File: src/serial_port_pkg.sv
/*
  Shared constants and types for the four-mode serial port: register
  addresses, control field positions, reset value, divider counts and the
  mode and state enumerations. Assumes a single 100 MHz core clock.
*/
package serial_port_pkg;

  // special function register addresses
  localparam logic [7:0] CTRL_ADDR  = 8'h99;
  localparam logic [7:0] DATA_ADDR  = 8'h9A;
  localparam logic [7:0] CTRL_RESET = 8'h00;

  // control register fields
  localparam int BIT_MODE_HI  = 7;
  localparam int BIT_MODE_LO  = 6;
  localparam int BIT_FILTER   = 5;
  localparam int BIT_RX_EN    = 4;
  localparam int BIT_TX_NINTH = 3;
  localparam int BIT_RX_NINTH = 2;
  localparam int BIT_TX_DONE  = 1;
  localparam int BIT_RX_DONE  = 0;

  // shift register mode: one bit every six clocks, clock low for the first half
  localparam int         SHIFT_DIV  = 6;
  localparam logic [2:0] SHIFT_LAST = 3'(SHIFT_DIV - 1);
  localparam logic [2:0] SHIFT_HALF = 3'(SHIFT_DIV / 2);
  localparam logic [3:0] SHIFT_BITS = 4'h8;

  // asynchronous framing: sixteen rate ticks per bit
  localparam logic [3:0] TICK_LAST    = 4'hF;
  localparam logic [3:0] TICK_MID     = 4'h7;
  localparam logic [3:0] FRAME_BITS_8 = 4'hA;
  localparam logic [3:0] FRAME_BITS_9 = 4'hB;
  localparam logic [3:0] SAMPLE_LAST8 = 4'h8;
  localparam logic [3:0] SAMPLE_LAST9 = 4'h9;

  // timer 1 counts once every six clocks
  localparam logic [2:0] T1_PRESCALE_LAST = 3'h5;

  typedef enum logic [1:0] {MODE_SHIFT, MODE_ASYNC8, MODE_ASYNC9_FIXED, MODE_ASYNC9_TIMER} mode_type;
  typedef enum logic [1:0] {SH_IDLE, SH_TX, SH_RX} shift_state_type;
  typedef enum logic [1:0] {RX_IDLE, RX_START, RX_DATA} rx_state_type;

endpackage

File: src/serial_port_four_mode.sv
/*
  Four-mode full-duplex serial port: control and data registers on the
  core's special function register port, mode 0 shift engine, framed
  transmitter, and hookup of the rate generator and framed receiver.
  Assumes the register port and all pins are synchronous to clk; timer
  reload values and the doubling bit come from registers outside.
*/
// Contract
// full duplex, one received byte buffered
// buffer write feeds transmit, read returns receive
// mode 0 shifts eight bits, clock/6
// mode 1 ten-bit frame, stop to ninth flag
// modes 2/3 eleven bits, ninth bit fields
// mode 2 rate clock*2^doubling/32
// mode 3 like mode 2, timer rate
// mode select 00,01,11 give modes 0,1,3
// mode select 10 gives mode 2
// buffer write starts transmission, every mode; mode 0 drops a write while the shift engine is busy
// mode 0 receive when flag clear, enabled
// framed receive starts on start bit, enabled
// filter: modes 2/3 flag only if ninth set
// filter mode 1 needs valid stop; none mode 0
// address bytes ninth one, data bytes zero
// timer 1 rate 2^doubling/32 of overflow
// software keeps timer 1 in auto-reload
// timer 2 clock selects give baud generator
// external timer 2 count: overflow over 16
// done flags set by hardware, cleared by software
`timescale 1ns/1ns
module serial_port_four_mode (
  input  wire logic       clk,
  input  wire logic       sys_rst,
  input  wire logic [7:0] sfr_addr,
  input  wire logic [7:0] sfr_wdata,
  input  wire logic       sfr_wr,
  input  wire logic       sfr_rd,
  output logic      [7:0] sfr_rdata,
  input  wire logic       baud_doubling_bit,
  input  wire logic [7:0] timer1_reload_byte,
  input  wire logic [7:0] timer2_count_high,
  input  wire logic [7:0] timer2_count_low,
  input  wire logic       receive_clock_select,
  input  wire logic       transmit_clock_select,
  input  wire logic       timer2_counter_mode,
  input  wire logic       timer2_count_input,
  output logic            tx_line,
  input  wire logic       rx_line_in,
  output logic            rx_line_out,
  output logic            rx_line_oe_n,
  output logic            serial_irq
);
  // register state
  logic [7:0] ctrl_r;
  logic [7:0] rx_buf_r;
  logic [7:0] rdata_r;
  logic       irq_r;
  logic       tx_line_r;
  logic       rx_out_r;
  logic       rx_oe_n_r;

  // mode 0 engine
  serial_port_pkg::shift_state_type sh_r;
  logic [2:0] phase_r;
  logic [3:0] sh_cnt_r;
  logic [7:0] sh_reg_r;

  // framed transmitter
  logic        atx_busy_r;
  logic [3:0]  atx_cnt_r;
  logic [3:0]  atx_left_r;
  logic [10:0] atx_shift_r;

  // events and decodes
  serial_port_pkg::mode_type mode;
  logic       nine;
  logic       wr_ctrl;
  logic       wr_data;
  logic       tx_tick;
  logic       rx_tick;
  logic       arx_done;
  logic [7:0] arx_data;
  logic       arx_ninth;
  logic       sh_step;
  logic       m0_tx_done;
  logic       m0_rx_done;
  logic       atx_done;
  logic       tx_done;
  logic       arx_accept;
  logic       rx_load;
  logic [7:0] rx_byte;

  localparam logic [3:0] SHIFT_CNT_LAST = serial_port_pkg::SHIFT_BITS - 4'h1;

  function automatic serial_port_pkg::mode_type decode_mode(input logic [7:0] c);
    decode_mode = serial_port_pkg::mode_type'({c[serial_port_pkg::BIT_MODE_HI],
                                                c[serial_port_pkg::BIT_MODE_LO]});
  endfunction

  function automatic logic nine_bit_mode(input logic [7:0] c);
    nine_bit_mode = c[serial_port_pkg::BIT_MODE_HI];
  endfunction

  assign mode    = decode_mode(ctrl_r);
  assign nine    = nine_bit_mode(ctrl_r);
  assign wr_ctrl = sfr_wr && (sfr_addr == serial_port_pkg::CTRL_ADDR);
  assign wr_data = sfr_wr && (sfr_addr == serial_port_pkg::DATA_ADDR);

  assign sfr_rdata    = rdata_r;
  assign serial_irq   = irq_r;
  assign tx_line      = tx_line_r;
  assign rx_line_out  = rx_out_r;
  assign rx_line_oe_n = rx_oe_n_r;

  serial_rate_gen u_rate (
    .clk                   (clk),
    .sys_rst               (sys_rst),
    .baud_doubling_bit     (baud_doubling_bit),
    .fixed_rate            (mode == serial_port_pkg::MODE_ASYNC9_FIXED),
    .timer2_counter_mode   (timer2_counter_mode),
    .timer2_count_input    (timer2_count_input),
    .receive_clock_select  (receive_clock_select),
    .transmit_clock_select (transmit_clock_select),
    .timer1_reload_byte    (timer1_reload_byte),
    .timer2_count_high     (timer2_count_high),
    .timer2_count_low      (timer2_count_low),
    .tx_tick               (tx_tick),
    .rx_tick               (rx_tick)
  );

  serial_async_rx u_rx (
    .clk       (clk),
    .sys_rst   (sys_rst),
    .tick      (rx_tick),
    .enable    (ctrl_r[serial_port_pkg::BIT_RX_EN] && mode != serial_port_pkg::MODE_SHIFT),
    .nine_bits (nine),
    .rxd       (rx_line_in),
    .done      (arx_done),
    .data      (arx_data),
    .ninth     (arx_ninth)
  );

  // receive and transmit completion; in mode 1 the ninth field holds the stop bit
  assign sh_step    = (phase_r == serial_port_pkg::SHIFT_LAST);
  assign m0_tx_done = (sh_r == serial_port_pkg::SH_TX) && sh_step && (sh_cnt_r == SHIFT_CNT_LAST);
  assign m0_rx_done = (sh_r == serial_port_pkg::SH_RX) && sh_step && (sh_cnt_r == SHIFT_CNT_LAST);
  assign arx_accept = arx_done && mode != serial_port_pkg::MODE_SHIFT
                      && !ctrl_r[serial_port_pkg::BIT_RX_DONE]
                      && (!ctrl_r[serial_port_pkg::BIT_FILTER] || arx_ninth);
  assign rx_load    = m0_rx_done || arx_accept;
  assign rx_byte    = m0_rx_done ? {rx_line_in, sh_reg_r[7:1]} : arx_data;
  assign atx_done   = atx_busy_r && tx_tick && (atx_cnt_r == serial_port_pkg::TICK_LAST) && (atx_left_r == 4'h1);
  assign tx_done    = m0_tx_done || atx_done;

  // control register: hardware sets written after software so the set wins
  always_ff @(posedge clk) begin
    if (sys_rst) begin
      ctrl_r <= serial_port_pkg::CTRL_RESET;
    end else begin
      if (wr_ctrl) begin
        ctrl_r <= sfr_wdata;
      end
      if (tx_done) begin
        ctrl_r[serial_port_pkg::BIT_TX_DONE] <= 1'b1;
      end
      if (rx_load) begin
        ctrl_r[serial_port_pkg::BIT_RX_DONE] <= 1'b1;
      end
      if (arx_accept) begin
        ctrl_r[serial_port_pkg::BIT_RX_NINTH] <= arx_ninth;
      end
    end
  end

  // receive buffer is separate from both shifters
  always_ff @(posedge clk) begin
    if (sys_rst) begin
      rx_buf_r <= 8'h00;
    end else if (rx_load) begin
      rx_buf_r <= rx_byte;
    end
  end

  always_ff @(posedge clk) begin
    if (sys_rst) begin
      rdata_r <= 8'h00;
    end else if (sfr_rd) begin
      case (sfr_addr)
        serial_port_pkg::CTRL_ADDR: rdata_r <= ctrl_r;
        serial_port_pkg::DATA_ADDR: rdata_r <= rx_buf_r;
        default:                    rdata_r <= 8'h00;
      endcase
    end
  end

  always_ff @(posedge clk) begin
    if (sys_rst) begin
      irq_r <= 1'b0;
    end else begin
      irq_r <= ctrl_r[serial_port_pkg::BIT_TX_DONE] || ctrl_r[serial_port_pkg::BIT_RX_DONE];
    end
  end

  // mode 0 engine: transmit has priority over a pending receive start
  always_ff @(posedge clk) begin
    if (sys_rst) begin
      sh_r     <= serial_port_pkg::SH_IDLE;
      phase_r  <= 3'h0;
      sh_cnt_r <= 4'h0;
      sh_reg_r <= 8'h00;
    end else if (mode != serial_port_pkg::MODE_SHIFT) begin
      sh_r <= serial_port_pkg::SH_IDLE;
    end else begin
      case (sh_r)
        serial_port_pkg::SH_IDLE: begin
          phase_r  <= 3'h0;
          sh_cnt_r <= 4'h0;
          if (wr_data) begin
            sh_r     <= serial_port_pkg::SH_TX;
            sh_reg_r <= sfr_wdata;
          end else if (ctrl_r[serial_port_pkg::BIT_RX_EN] && !ctrl_r[serial_port_pkg::BIT_RX_DONE]) begin
            sh_r <= serial_port_pkg::SH_RX;
          end
        end
        serial_port_pkg::SH_TX, serial_port_pkg::SH_RX: begin
          phase_r <= sh_step ? 3'h0 : phase_r + 3'h1;
          if (sh_step) begin
            sh_reg_r <= {(sh_r == serial_port_pkg::SH_RX) && rx_line_in, sh_reg_r[7:1]};
            sh_cnt_r <= sh_cnt_r + 4'h1;
            if (sh_cnt_r == SHIFT_CNT_LAST) begin
              sh_r <= serial_port_pkg::SH_IDLE;
            end
          end
        end
        default: sh_r <= serial_port_pkg::SH_IDLE;
      endcase
    end
  end

  // framed transmitter; a write while busy restarts the frame
  always_ff @(posedge clk) begin
    if (sys_rst) begin
      atx_busy_r  <= 1'b0;
      atx_cnt_r   <= 4'h0;
      atx_left_r  <= 4'h0;
      atx_shift_r <= 11'h7FF;
    end else if (wr_data && mode != serial_port_pkg::MODE_SHIFT) begin
      atx_busy_r  <= 1'b1;
      atx_cnt_r   <= 4'h0;
      atx_left_r  <= nine ? serial_port_pkg::FRAME_BITS_9 : serial_port_pkg::FRAME_BITS_8;
      atx_shift_r <= {1'b1, !nine || ctrl_r[serial_port_pkg::BIT_TX_NINTH], sfr_wdata, 1'b0};
    end else if (atx_busy_r && tx_tick) begin
      atx_cnt_r <= atx_cnt_r + 4'h1;
      if (atx_cnt_r == serial_port_pkg::TICK_LAST) begin
        atx_shift_r <= {1'b1, atx_shift_r[10:1]};
        atx_left_r  <= atx_left_r - 4'h1;
        if (atx_left_r == 4'h1) begin
          atx_busy_r <= 1'b0;
        end
      end
    end
  end

  // pins: mode 0 clock low for the first half of each bit, data out on the receive line
  always_ff @(posedge clk) begin
    if (sys_rst) begin
      tx_line_r <= 1'b1;
      rx_out_r  <= 1'b1;
      rx_oe_n_r <= 1'b1;
    end else begin
      if (sh_r != serial_port_pkg::SH_IDLE) begin
        tx_line_r <= (phase_r >= serial_port_pkg::SHIFT_HALF);
      end else if (atx_busy_r) begin
        tx_line_r <= atx_shift_r[0];
      end else begin
        tx_line_r <= 1'b1;
      end
      rx_out_r  <= (sh_r == serial_port_pkg::SH_TX) ? sh_reg_r[0] : 1'b1;
      rx_oe_n_r <= (sh_r != serial_port_pkg::SH_TX);
    end
  end

  logic [7:0] chk_ticks_r;
  always_ff @(posedge clk) begin
    if (sys_rst || wr_data) begin
      chk_ticks_r <= 8'h00;
    end else if (atx_busy_r && tx_tick) begin
      chk_ticks_r <= chk_ticks_r + 8'h01;
    end
  end
endmodule // serial_port_four_mode

File: src/serial_rate_gen.sv
/*
  Bit rate sources: timer 1 in 8-bit auto-reload, timer 2 in baud generator
  mode (internal clock or external count pin) and the fixed mode 2 divider.
  Produces one tick per sixteenth of a bit for each direction. The count pin
  is taken as synchronous to clk.
*/
`timescale 1ns/1ns
module serial_rate_gen (
  input  wire logic       clk,
  input  wire logic       sys_rst,
  input  wire logic       baud_doubling_bit,
  input  wire logic       fixed_rate,
  input  wire logic       timer2_counter_mode,
  input  wire logic       timer2_count_input,
  input  wire logic       receive_clock_select,
  input  wire logic       transmit_clock_select,
  input  wire logic [7:0] timer1_reload_byte,
  input  wire logic [7:0] timer2_count_high,
  input  wire logic [7:0] timer2_count_low,
  output logic            tx_tick,
  output logic            rx_tick
);
  logic [2:0]  pre_r;
  logic [7:0]  t1_r;
  logic [15:0] t2_r;
  logic        t1_half_r;
  logic        fix_half_r;
  logic        t2_in_d_r;
  logic        t1_ov;
  logic        t2_ov;
  logic        t2_step;
  logic        t1_tick;
  logic        fixed_tick;

  assign t1_ov      = (pre_r == serial_port_pkg::T1_PRESCALE_LAST) && (t1_r == 8'hFF);
  assign t2_step    = timer2_counter_mode ? (timer2_count_input && !t2_in_d_r) : 1'b1;
  assign t2_ov      = t2_step && (t2_r == 16'hFFFF);
  assign t1_tick    = t1_ov && (baud_doubling_bit || t1_half_r);
  assign fixed_tick = baud_doubling_bit || fix_half_r;
  assign rx_tick    = fixed_rate ? fixed_tick : (receive_clock_select ? t2_ov : t1_tick);
  assign tx_tick    = fixed_rate ? fixed_tick : (transmit_clock_select ? t2_ov : t1_tick);

  always_ff @(posedge clk) begin
    if (sys_rst || pre_r == serial_port_pkg::T1_PRESCALE_LAST) begin
      pre_r <= 3'h0;
    end else begin
      pre_r <= pre_r + 3'h1;
    end
  end

  always_ff @(posedge clk) begin
    if (sys_rst) begin
      t1_r      <= 8'h00;
      t1_half_r <= 1'b0;
    end else if (pre_r == serial_port_pkg::T1_PRESCALE_LAST) begin
      t1_r <= t1_ov ? timer1_reload_byte : t1_r + 8'h01;
      if (t1_ov) begin
        t1_half_r <= !t1_half_r;
      end
    end
  end

  always_ff @(posedge clk) begin
    if (sys_rst) begin
      t2_r      <= 16'h0000;
      t2_in_d_r <= 1'b0;
    end else begin
      t2_in_d_r <= timer2_count_input;
      if (t2_step) begin
        t2_r <= t2_ov ? {timer2_count_high, timer2_count_low} : t2_r + 16'h0001;
      end
    end
  end

  always_ff @(posedge clk) begin
    if (sys_rst) begin
      fix_half_r <= 1'b0;
    end else begin
      fix_half_r <= !fix_half_r;
    end
  end
endmodule // serial_rate_gen

File: src/serial_async_rx.sv
/*
  Receiver for the framed modes: start detection, mid-bit sampling at
  sixteen ticks per bit, eight data bits then either the stop bit or a ninth
  bit. Assumes rxd synchronous to clk and the tick from serial_rate_gen.
*/
`timescale 1ns/1ns
module serial_async_rx (
  input  wire logic       clk,
  input  wire logic       sys_rst,
  input  wire logic       tick,
  input  wire logic       enable,
  input  wire logic       nine_bits,
  input  wire logic       rxd,
  output logic            done,
  output logic [7:0]      data,
  output logic            ninth
);
  serial_port_pkg::rx_state_type st_r;
  logic [3:0] cnt_r;
  logic [3:0] bits_r;
  logic [8:0] shreg_r;
  logic       rxd_d_r;
  logic       done_r;
  logic [3:0] last;

  assign last  = nine_bits ? serial_port_pkg::SAMPLE_LAST9 : serial_port_pkg::SAMPLE_LAST8;
  assign done  = done_r;
  assign data  = shreg_r[7:0];
  assign ninth = shreg_r[8];

  always_ff @(posedge clk) begin
    if (sys_rst) begin
      st_r    <= serial_port_pkg::RX_IDLE;
      cnt_r   <= 4'h0;
      bits_r  <= 4'h0;
      shreg_r <= 9'h000;
      rxd_d_r <= 1'b1;
      done_r  <= 1'b0;
    end else begin
      rxd_d_r <= rxd;
      done_r  <= 1'b0;
      if (!enable) begin
        st_r <= serial_port_pkg::RX_IDLE;
      end else begin
        case (st_r)
          serial_port_pkg::RX_IDLE: begin
            cnt_r <= 4'h0;
            if (rxd_d_r && !rxd) begin
              st_r <= serial_port_pkg::RX_START;
            end
          end
          serial_port_pkg::RX_START: begin
            if (tick) begin
              cnt_r <= cnt_r + 4'h1;
              if (cnt_r == serial_port_pkg::TICK_MID) begin
                cnt_r  <= 4'h0;
                bits_r <= 4'h0;
                st_r   <= rxd ? serial_port_pkg::RX_IDLE : serial_port_pkg::RX_DATA;
              end
            end
          end
          serial_port_pkg::RX_DATA: begin
            if (tick) begin
              cnt_r <= cnt_r + 4'h1;
              if (cnt_r == serial_port_pkg::TICK_LAST) begin
                bits_r <= bits_r + 4'h1;
                if (bits_r != serial_port_pkg::SAMPLE_LAST9) begin
                  shreg_r <= {rxd, shreg_r[8:1]};
                end
                if (bits_r == last) begin
                  done_r <= 1'b1;
                  st_r   <= serial_port_pkg::RX_IDLE;
                end
              end
            end
          end
          default: st_r <= serial_port_pkg::RX_IDLE;
        endcase
      end
    end
  end
endmodule // serial_async_rx

File: config.mk
export PLATFORM = sky130hd
export DESIGN_NAME = serial_port_four_mode
export DESIGN_NICKNAME = d
export VERILOG_FILES = /design/src/serial_port_pkg.sv /design/src/serial_port_four_mode.sv /design/src/serial_rate_gen.sv /design/src/serial_async_rx.sv
export SDC_FILE = /design/constraint.sdc
export NUM_CORES = 1
export LEC_CHECK = 0
export ABC_AREA = 1
export BUFFER_PORTS_ARGS = -buffer_cell sky130_fd_sc_hd__buf_2
export CAP_MARGIN = 40
export CORE_ASPECT_RATIO = 1.2
export CORE_UTILIZATION = 54
export DETAILED_ROUTE_END_ITERATION = 10
export PLACE_DENSITY = 0.83
export RECOVER_POWER = 50
export SKIP_CTS_REPAIR_TIMING = 1
export SLEW_MARGIN = 20
export SYNTH_ARGS = -nofsm -noshare
export SYNTH_HDL_FRONTEND = slang
export SYNTH_HIERARCHICAL = 1
export SYNTH_SLANG_ARGS = --single-unit
File: constraint.sdc
create_clock -name clk -period 2.21 [get_ports clk]
set_input_delay 0.442 -clock clk [delete_from_list [all_inputs] [get_ports clk]]
set_output_delay 0.442 -clock clk [all_outputs]
set_load 0.1 [all_outputs]
==> flow_metrics.py, run 1 <==
metrics = {
    "timing": {
        "rsz0062_at_grt": "true",
        "setup_slack_ps": 87.5,
        "skew_ps": 5.91,
        "clock.fmax_mhz": 471,
        "fin_crit_sh_pct": 96.0,
        "worst_pin_slew_ps": 680,
        "slew_headroom_pct": 54.7,
        "final_hold_viol_count": 0,
        "slew_viol_final": 0,
        "setup_viol": 0,
        "fin_tns_setup_ps": 0,
        "timing.hold.ws_ps": 247,
        "min_period_ps": 2120,
    },
    "clock_network": {
        "cts_buffer_depth": 2,
        "cts.sink_count": 115,
        "clockRootBuffer": "clkbuf_16",
        "cts_made_buffers": 17,
        "cts_tree": "built",
        "worstSkewPairLatency_ps": 410,
        "clkTransAtPathRegs_ps": 50,
        "h-tree-depth": 4,
    },
    "setup_path": {
        "critPathTopFamily": "simple AND/OR/NAND/NOR gates",
        "path_max_fanout": 5,
        "critical_path_required_ps": 2510,
        "worst-path-buf-inv": 0,
        "critPathLaunchType": "register",
        "crit_slowest_cell": "dfxtp_2",
        "crit_type": "register to register",
        "critical-path-max-stage-delay_ps": 350,
        "cp_cell_sequence": "ha_4 > nand2_4 > nor2_4 > nand2_2 > nor2_4 > o21ai_2 > nand2_1 > o21ai_2 > o21ai_2 > nand2_2 > nor3_4 > nand2_2 > o21ai_1 > nor2_1",
        "cp.arrival_ps": 2420,
        "endpoint_kind": "register",
    },
    "die": {
        "coreArea_um2": 11000,
        "fp.dieH_um": 119,
        "row_count": 42,
        "start_util_pct": 55.4,
        "ios": 62,
        "dieArea_um2": 11800,
        "fp.dieW_um": 99.1,
    },
    "yosys": {
        "ys_ff_latch": 115,
        "syn_area_per_cell_um2": 6.91,
        "ys_warn_count": 6,
        "ys_types": 40,
        "seq_area_frac_synth_pct": 37.7,
        "syn_inst": 884,
        "synth_top_area_share_pct": 37.7,
        "synth_area_leaders": "dfxtp_1 38%, nand2_1 12%, nor2_1 7.1%, inv_1 6.3%, nand3_1 6.0%",
        "synth_area_um2": 6110,
        "async_flop_share_pct": 0,
        "synth.most_common_cell": "nand2_1",
        "syn_nets": 954,
        "yosysTopAreaCell": "dfxtp_1",
        "synthTopCellsByCount": "193 x nand2_1, 116 x nor2_1, 115 x dfxtp_1",
        "synth_edf_count": 0,
        "synth_ff_type": "dfxtp_1",
    },
    "drt": {
        "dr.pass1.iters": 5,
        "vias": 5999,
        "drtAntennaViolNets": 0,
        "via_per_inst": 5.33,
        "wl_per_cell_um": 13.1,
        "wirelength_um": 14800,
        "drt_iter0_markers": 253,
        "drc_errors": 0,
    },
    "pwr": {
        "max-vdd-ir-drop_v": 0.000533,
        "p_int_w": 0.00439,
        "powerDensity_nw_per_um2": 753,
        "clkPwrFrac_pct": 54.1,
        "seqPwrFrac_pct": 38.2,
        "finalPower_w": 0.00567,
        "p_comb_share_pct": 7.7,
        "p_leak_nw": 3.55,
        "p_switching_w": 0.00128,
        "switching_share_pct": 22.5,
    },
    "place": {
        "port_buffers": 61,
        "gp_congestion": 0.855,
        "dp_hpwl_um": 10200,
        "placed_cells": 1086,
        "place_ws_ps": -82.3,
    },
    "hold_path": {
        "hp-class": "primary input to register",
    },
    "grt": {
        "grt_pass1_wl_um": 24900,
        "overflow": 0,
        "track_usage_pct": 26.3,
        "grt_pass1_vias": 5791,
        "grt_max_degree": 39,
        "antenna_found_initial": 0,
    },
    "final_layout": {
        "stdcell_count": 1125,
        "syn2layout_area_growth_pct": 23.3,
        "antennaDiodeCount": 0,
        "drive_gt1_share_pct": 19.9,
        "fin_nets": 1050,
    },
    "run_status": {
        "status": "finished clean",
    },
    "flow_run": {
        "cap_violations": 0,
    },
}
## per-stage QoR
step                      util (%)  cell area (µm²)
final                         68.3             7530
after global routing          68.3             7530
after detailed placement      60.8             6710
after CTS                     66.8             7380
after global placement        60.8             6710
after floorplan                  -             6110
## kinds of logic after synthesis
family,synth area share [%]
flip-flops,37.7
multiplexers,0.164
AO/OA/AOI/OAI,14.2
XOR/XNOR,2.01
adder cells (fa/ha/maj),4.09
buffers and inverters,9.13
AND/OR/NAND/NOR,32.7
## state kept, by name, indices dropped and copies added, names as in the netlist, 2 cells and up
signal,cells
sh_r,2
u_rx/bits_r,4
atx_cnt_r,4
ctrl_r,8
u_rx/shreg_r,9
u_rate/t2_r,16
sh_reg_r,8
phase_r,3
atx_left_r,4
u_rate/pre_r,3
rx_buf_r,8
sfr_rdata,8
u_rx/cnt_r,4
sh_cnt_r,4
u_rate/t1_r,8
u_rx/st_r,2
atx_shift_r,10
## power by group through the flow
stage	logic [W]	registers [W]	clock network (W)
floorplan	0.000238	0.00226	0
global placement	0.000416	0.00220	0
CTS	0.000428	0.00216	0.00309
detailed placement	0.000421	0.00220	0
finish	0.000439	0.00216	0.00307
global route	0.000489	0.00217	0.00320
## path summary, 6_finish.rpt
kind,startpoint,end,slack [ps],depth (start not counted)
max,u_rate/t1_r[1]$_SDFFE_PP0P_,u_rx/shreg_r[6]$_SDFFE_PP0P_,90,14
min reg2reg,u_rate/fix_half_r$_SDFF_PP0_,u_rate/fix_half_r$_SDFF_PP0_,410,1
min,timer2_count_input,u_rate/t2_in_d_r$_SDFF_PP0_,250,3
max reg2reg,u_rate/t1_r[1]$_SDFFE_PP0P_,u_rx/shreg_r[6]$_SDFFE_PP0P_,90,14
## worst reg2reg max path, cell delays in order, from the launching register on
cell and delay (ps):
dfxtp_2 350, ha_4 150, nand2_4 60, nor2_4 120, nand2_2 80, nor2_4 120
o21ai_2 70, nand2_1 100, o21ai_2 80, o21ai_2 180, nand2_2 100, nor3_4 230
nand2_2 140, o21ai_1 180, nor2_1 60
## cell usage in the layout (no fill, tap or decap), types with 4 or more instances in the layout
cell / Yosys / final
a21oi_1: 63 / 62
a31oi_1: 13 / 13
buf_2: 7 / 60
buf_4: 1 / 32
bufinv_16: 0 / 5
clkbuf_1: 9 / 4
clkbuf_16: 0 / 17
clkbuf_8: 0 / 4
clkinv_2: 0 / 4
dfxtp_1: 115 / 111
dfxtp_2: 0 / 4
ha_1: 20 / 17
inv_1: 103 / 101
inv_2: 7 / 8
nand2_1: 193 / 189
nand2_2: 10 / 14
nand2_4: 3 / 4
nand3_1: 73 / 72
nand4_1: 9 / 9
nor2_1: 116 / 114
nor2_4: 10 / 13
nor3_1: 5 / 5
o21ai_0: 65 / 62
o21ai_1: 13 / 8
o21ai_2: 0 / 8
xnor2_1: 5 / 5
xor2_1: 9 / 9
## layout make-up
cell class / instances / area [µm²]
fill: 932 / 3500
multi-input combinational: 636 / 3360
sequential: 115 / 2310
timing repair buffer: 97 / 599
clock buffer: 23 / 488
inverter: 111 / 429
clock inverter: 9 / 174
tap: 132 / 165
timing repair inverter: 2 / 11.3
## routing by layer
| layer | part of all wire, % | track usage (%) |
|---|---|---|
| met1 | 41 | 29.5 |
| met2 | 51 | 46.0 |
| met3 | 4.7 | 5.14 |
| met4 | 3.3 | 15.1 |
| met5 | 0 | 0 |
Note: power is estimated with default switching activity, not from simulation.
==> run 2, diff against run 1 <==
- CORE_UTILIZATION: 54 -> 55
- PLACE_DENSITY: 0.83 -> 0.81
- clock period: 2.21 -> 2.15 ns (I/O delays scaled with it)
==> flow_metrics.py, run 2 (same netlist as run 1, synthesis figures left out) <==
metrics = {
    "place": {
        "dp_hpwl_um": 10500,
        "place_ws_ps": -135,
        "port_buffers": 61,
        "gp_congestion": 0.927,
        "placed_cells": 1092,
    },
    "timing": {
        "final_hold_viol_count": 0,
        "setup_viol": 0,
        "slew_headroom_pct": 59.8,
        "fin_tns_setup_ps": 0,
        "fin_crit_sh_pct": 98.0,
        "clock.fmax_mhz": 474,
        "slew_viol_final": 0,
        "setup_slack_ps": 42.1,
        "min_period_ps": 2110,
        "skew_ps": 10.3,
        "worst_pin_slew_ps": 603,
        "timing.hold.ws_ps": 227,
        "rsz0062_at_grt": "true",
    },
    "grt": {
        "antenna_found_initial": 0,
        "grt_pass1_vias": 5527,
        "track_usage_pct": 26.1,
        "overflow": 0,
        "grt_max_degree": 41,
        "grt_pass1_wl_um": 24100,
    },
    "clock_network": {
        "cts_made_buffers": 17,
        "h-tree-depth": 4,
        "clkTransAtPathRegs_ps": 50,
        "cts_tree": "built",
        "worstSkewPairLatency_ps": 420,
        "cts.sink_count": 115,
        "clockRootBuffer": "clkbuf_16",
        "cts_buffer_depth": 2,
    },
    "final_layout": {
        "fill_cells": 902,
        "drive_gt1_share_pct": 21.6,
        "stdcell_count": 1128,
        "largest_reg_flops": 16,
        "mostFrequentLayoutCell": "nand2_1",
        "post-route-util_pct": 70.5,
        "fin_nets": 1059,
        "final_cell_mix": "188 x nand2_1, 110 x dfxtp_1, 107 x nor2_1, 101 x inv_1, 71 x nand3_1",
        "largestRegisters": "u_rate/t2_r x16, atx_shift_r x10, u_rx/shreg_r x9",
        "multi_input_area_um2": 3420,
        "seq_area_um2": 2310,
        "antennaDiodeCount": 0,
        "syn2layout_area_growth_pct": 23.0,
        "regMostFlops": "u_rate/t2_r",
    },
    "pwr": {
        "powerDensity_nw_per_um2": 706,
        "max-vdd-ir-drop_v": 0.000418,
        "p_leak_nw": 3.53,
    },
    "setup_path": {
        "r2r-start": "u_rate/pre_r[1]$_SDFF_PP0_",
        "crit_end": "u_rx/shreg_r[4]$_SDFFE_PP0P_",
        "path_max_fanout": 5,
        "endpoint_kind": "register",
        "r2r_cells": 15,
        "cp.arrival_ps": 2400,
        "critPathLaunchType": "register",
        "timing.rr.end": "u_rx/shreg_r[4]$_SDFFE_PP0P_",
        "regToRegSetupSlack_ps": 40,
        "critical_path_required_ps": 2450,
        "crit_type": "register to register",
        "startpoint": "u_rate/pre_r[1]$_SDFF_PP0_",
    },
    "hold_path": {
        "hp-class": "primary input to register",
        "hold_depth": 3,
    },
    "die": {
        "ios": 62,
        "dieArea_um2": 11500,
        "row_count": 41,
        "fp.dieW_um": 98.2,
        "start_util_pct": 57.3,
        "fp.dieH_um": 117,
        "coreArea_um2": 10700,
    },
    "drt": {
        "vias": 5987,
        "dr.pass1.iters": 8,
        "drc_errors": 4,
        "wirelength_um": 15000,
        "drtAntennaViolNets": 0,
        "via_per_inst": 5.31,
        "wl_per_cell_um": 13.3,
        "drt_iter0_markers": 273,
    },
    "flow_run": {
        "cap_violations": 0,
    },
    "run_status": {
        "violations": "design-rule violations",
        "status": "complete, but fails checks",
    },
}
run 2: how the worst min path moves through the flow:
stage                                 startpoint                           end  slack (ps)
floorplan           u_rate/fix_half_r$_SDFF_PP0_  u_rate/fix_half_r$_SDFF_PP0_         390
global placement    u_rate/fix_half_r$_SDFF_PP0_  u_rate/fix_half_r$_SDFF_PP0_         410
detailed placement  u_rate/fix_half_r$_SDFF_PP0_  u_rate/fix_half_r$_SDFF_PP0_         420
CTS                           timer2_count_input   u_rate/t2_in_d_r$_SDFF_PP0_         220
global route                  timer2_count_input   u_rate/t2_in_d_r$_SDFF_PP0_         220
finish                        timer2_count_input   u_rate/t2_in_d_r$_SDFF_PP0_         230
run 2: power by group:
part	internal, W	leakage (nW)	switching (W)	total [W]
registers	0.00219	0.933	0.0000368	0.00222
logic	0.000158	2.33	0.000296	0.000454
clock network	0.00169	0.261	0.000941	0.00263
total	0.00403	3.53	0.00127	0.00531
run 2: worst max-delay path: stages, from the launching register on:
cell and delay (ps):
dfxtp_2 320, inv_2 60, ha_4 130, nand2_4 50, nor2_4 120, nand2_2 80, nor2_4 120, o21ai_2 70
nand2_1 60, o21ai_1 60, o21ai_1 200, nand2_2 110, nor3_4 240, nand2_2 150, o21ai_1 160, nor2_1 70
run 2: area by class of cell:
cell class / count / area share (%)
multi-input cells: 637 / 45.5
flip-flops and latches: 115 / 30.7
repair buffers: 105 / 8.55
clock buffers: 25 / 6.59
inverters: 111 / 5.67
well taps: 129 / 2.15
clock inverters: 4 / 0.666
repair inverters: 2 / 0.150
run 2: routing by layer:
metal	routed length [µm]	share of wire, %	vias to the layer above	GRT usage [%]
li1	-	-	3070	-
met3	488	3.3	35	5.82
met2	7740	52	132	47.1
met1	6350	42	2750	28.9
met5	0	0	-	0
met4	387	2.6	0	11.8
run 2: stage by stage:
| stage | cell area, µm² | power [W] |
|---|---|---|
| final | 7520 | 0.00531 |
| after detailed placement | 6790 | 0.00271 |
| after floorplan | 6140 | 0.00257 |
| after global placement | 6790 | 0.00270 |
| after CTS | 7330 | 0.00532 |
| after global routing | 7520 | 0.00551 |
==> run 3, diff against run 2 <==
- BUFFER_PORTS_ARGS: -buffer_cell sky130_fd_sc_hd__buf_2 -> -buffer_cell sky130_fd_sc_hd__buf_4
==> flow_metrics.py, run 3 (same netlist as run 1, synthesis figures left out) <==
metrics = {
    "flow_run": {
        "cap_violations": 0,
    },
    "final_layout": {
        "stdcell_count": 1127,
        "final_cell_mix": "185 x nand2_1, 110 x dfxtp_1, 109 x nor2_1, 101 x inv_1, 101 x buf_4",
        "multi_input_area_um2": 3380,
        "syn2layout_area_growth_pct": 25.3,
        "regMostFlops": "u_rate/t2_r",
        "largestRegisters": "u_rate/t2_r x16, atx_shift_r x10, u_rx/shreg_r x9",
        "drive_gt1_share_pct": 21.4,
        "final_area_um2": 7660,
        "fin_nets": 1055,
        "antennaDiodeCount": 0,
        "fill_cells": 877,
        "seq_area_um2": 2310,
        "mostFrequentLayoutCell": "nand2_1",
        "largest_reg_flops": 16,
    },
    "place": {
        "dp_hpwl_um": 10500,
        "port_buffers": 61,
        "gp_congestion": 0.925,
        "placed_area_um2": 6900,
        "placed_cells": 1087,
    },
    "setup_path": {
        "r2r_cells": 15,
        "timing.rr.end": "u_rx/bits_r[1]$_SDFFE_PP0P_",
        "path_max_fanout": 4,
        "cp.arrival_ps": 2410,
        "endpoint_kind": "register",
        "crit_type": "register to register",
        "critical_path_required_ps": 2450,
        "critPathLaunchType": "register",
        "regToRegSetupSlack_ps": 40,
        "r2r-start": "u_rate/pre_r[1]$_SDFF_PP0_",
    },
    "die": {
        "coreArea_um2": 10700,
        "dieArea_um2": 11500,
        "fp.dieW_um": 98.2,
        "row_count": 41,
        "ios": 62,
        "fp.dieH_um": 117,
        "start_util_pct": 57.3,
    },
    "drt": {
        "drc_errors": 1,
        "wirelength_um": 15100,
        "dr.pass1.iters": 10,
        "via_per_inst": 5.30,
        "vias": 5977,
        "wl_per_cell_um": 13.4,
        "drt_iter0_markers": 385,
        "drtAntennaViolNets": 0,
    },
    "hold_path": {
        "hp-class": "primary input to register",
        "hold_path_end": "u_rate/t2_in_d_r$_SDFF_PP0_",
        "holdCritStartpoint": "timer2_count_input",
        "hold_depth": 3,
    },
    "timing": {
        "setup_viol": 0,
        "slew_viol_final": 0,
        "fin_crit_sh_pct": 98.1,
        "skew_ps": 7.34,
        "worst_pin_slew_ps": 525,
        "clock.fmax_mhz": 474,
        "final_hold_viol_count": 0,
        "rsz0062_at_grt": "true",
        "min_period_ps": 2110,
        "timing.hold.ws_ps": 227,
        "slew_headroom_pct": 64.9,
    },
    "grt": {
        "overflow": 0,
        "grt_pass1_wl_um": 24600,
        "track_usage_pct": 26.6,
        "grt_max_degree": 35,
        "antenna_found_initial": 0,
        "grt_pass1_vias": 5484,
    },
    "clock_network": {
        "cts_buffer_depth": 2,
        "cts_tree": "built",
        "clockRootBuffer": "clkbuf_16",
        "cts_made_buffers": 17,
        "cts.sink_count": 115,
        "h-tree-depth": 4,
        "clkTransAtPathRegs_ps": 50,
        "worstSkewPairLatency_ps": 420,
    },
    "pwr": {
        "finalPower_w": 0.00550,
        "p_leak_nw": 3.58,
        "max-vdd-ir-drop_v": 0.000432,
        "powerDensity_nw_per_um2": 719,
    },
    "run_status": {
        "violations": "design-rule violations",
        "status": "complete, but fails checks",
    },
}
## run 3: how the worst max path moves through the flow
stage / cells past startpoint / to / start / slack [ps]
finish: 15 / u_rx/bits_r[1]$_SDFFE_PP0P_ / u_rate/pre_r[1]$_SDFF_PP0_ / 40
global route: 17 / atx_left_r[3]$_SDFFE_PP0P_ / u_rate/pre_r[1]$_SDFF_PP0_ / -90
CTS: 14 / u_rx/bits_r[1]$_SDFFE_PP0P_ / u_rate/t1_r[0]$_SDFFE_PP0P_ / -110
detailed placement: 14 / u_rx/bits_r[1]$_SDFFE_PP0P_ / u_rate/t1_r[0]$_SDFFE_PP0P_ / -60
global placement: 16 / atx_left_r[3]$_SDFFE_PP0P_ / u_rate/t1_r[1]$_SDFFE_PP0P_ / 50
floorplan: 17 / atx_shift_r[1]$_SDFFE_PP1P_ / u_rate/t1_r[0]$_SDFFE_PP0P_ / 0.8
## run 3: per-layer routing
| layer | GRT usage, % | share of wire (%) |
|---|---|---|
| met3 | 6.00 | 3.9 |
| met1 | 30.7 | 42 |
| met5 | 0 | 0 |
| met2 | 46.3 | 50 |
| met4 | 12.8 | 3.6 |
## run 3: final cells by class
type / count / share of cell area (%)
Clock buffer: 22 / 6.32
Clock inverter: 10 / 1.37
Inverter: 111 / 5.57
Multi-Input combinational cell: 636 / 44.1
Sequential cell: 115 / 30.2
Tap cell: 129 / 2.11
Timing Repair Buffer: 103 / 10.3
Timing Repair inverter: 1 / 0.0654
## run 3: per-stage QoR
step	util [%]	setup WS (ps)	setup TNS (ps)
6_report	71.8	40.7	0
5_1_grt	71.8	-91.2	-1460
4_1_cts	70.2	-114	-1050
3_5_place_dp	64.7	-63.3	-113
3_3_place_gp	64.7	51.1	0
2_1_floorplan	-	0.755	0
## run 3: report_power, final
part,switching (W),total (W),internal (W),leakage (nW)
clock,0.000974,0.00279,0.00181,0.291
combinational,0.000301,0.000492,0.000191,2.36
sequential,0.0000382,0.00222,0.00219,0.933
## run 3: critical path, cell delays in order (launching register included)
cell and delay, ps:
dfxtp_2 320, inv_2 60, ha_4 130, nand2_4 50, nor2_4 120, nand2_2 90, nor2_4 110, o21ai_2 70
nand2_1 50, o21ai_0 70, o21ai_1 210, nand2_2 110, a21oi_2 130, nand3_1 170, o21ai_0 240, nor2_1 60
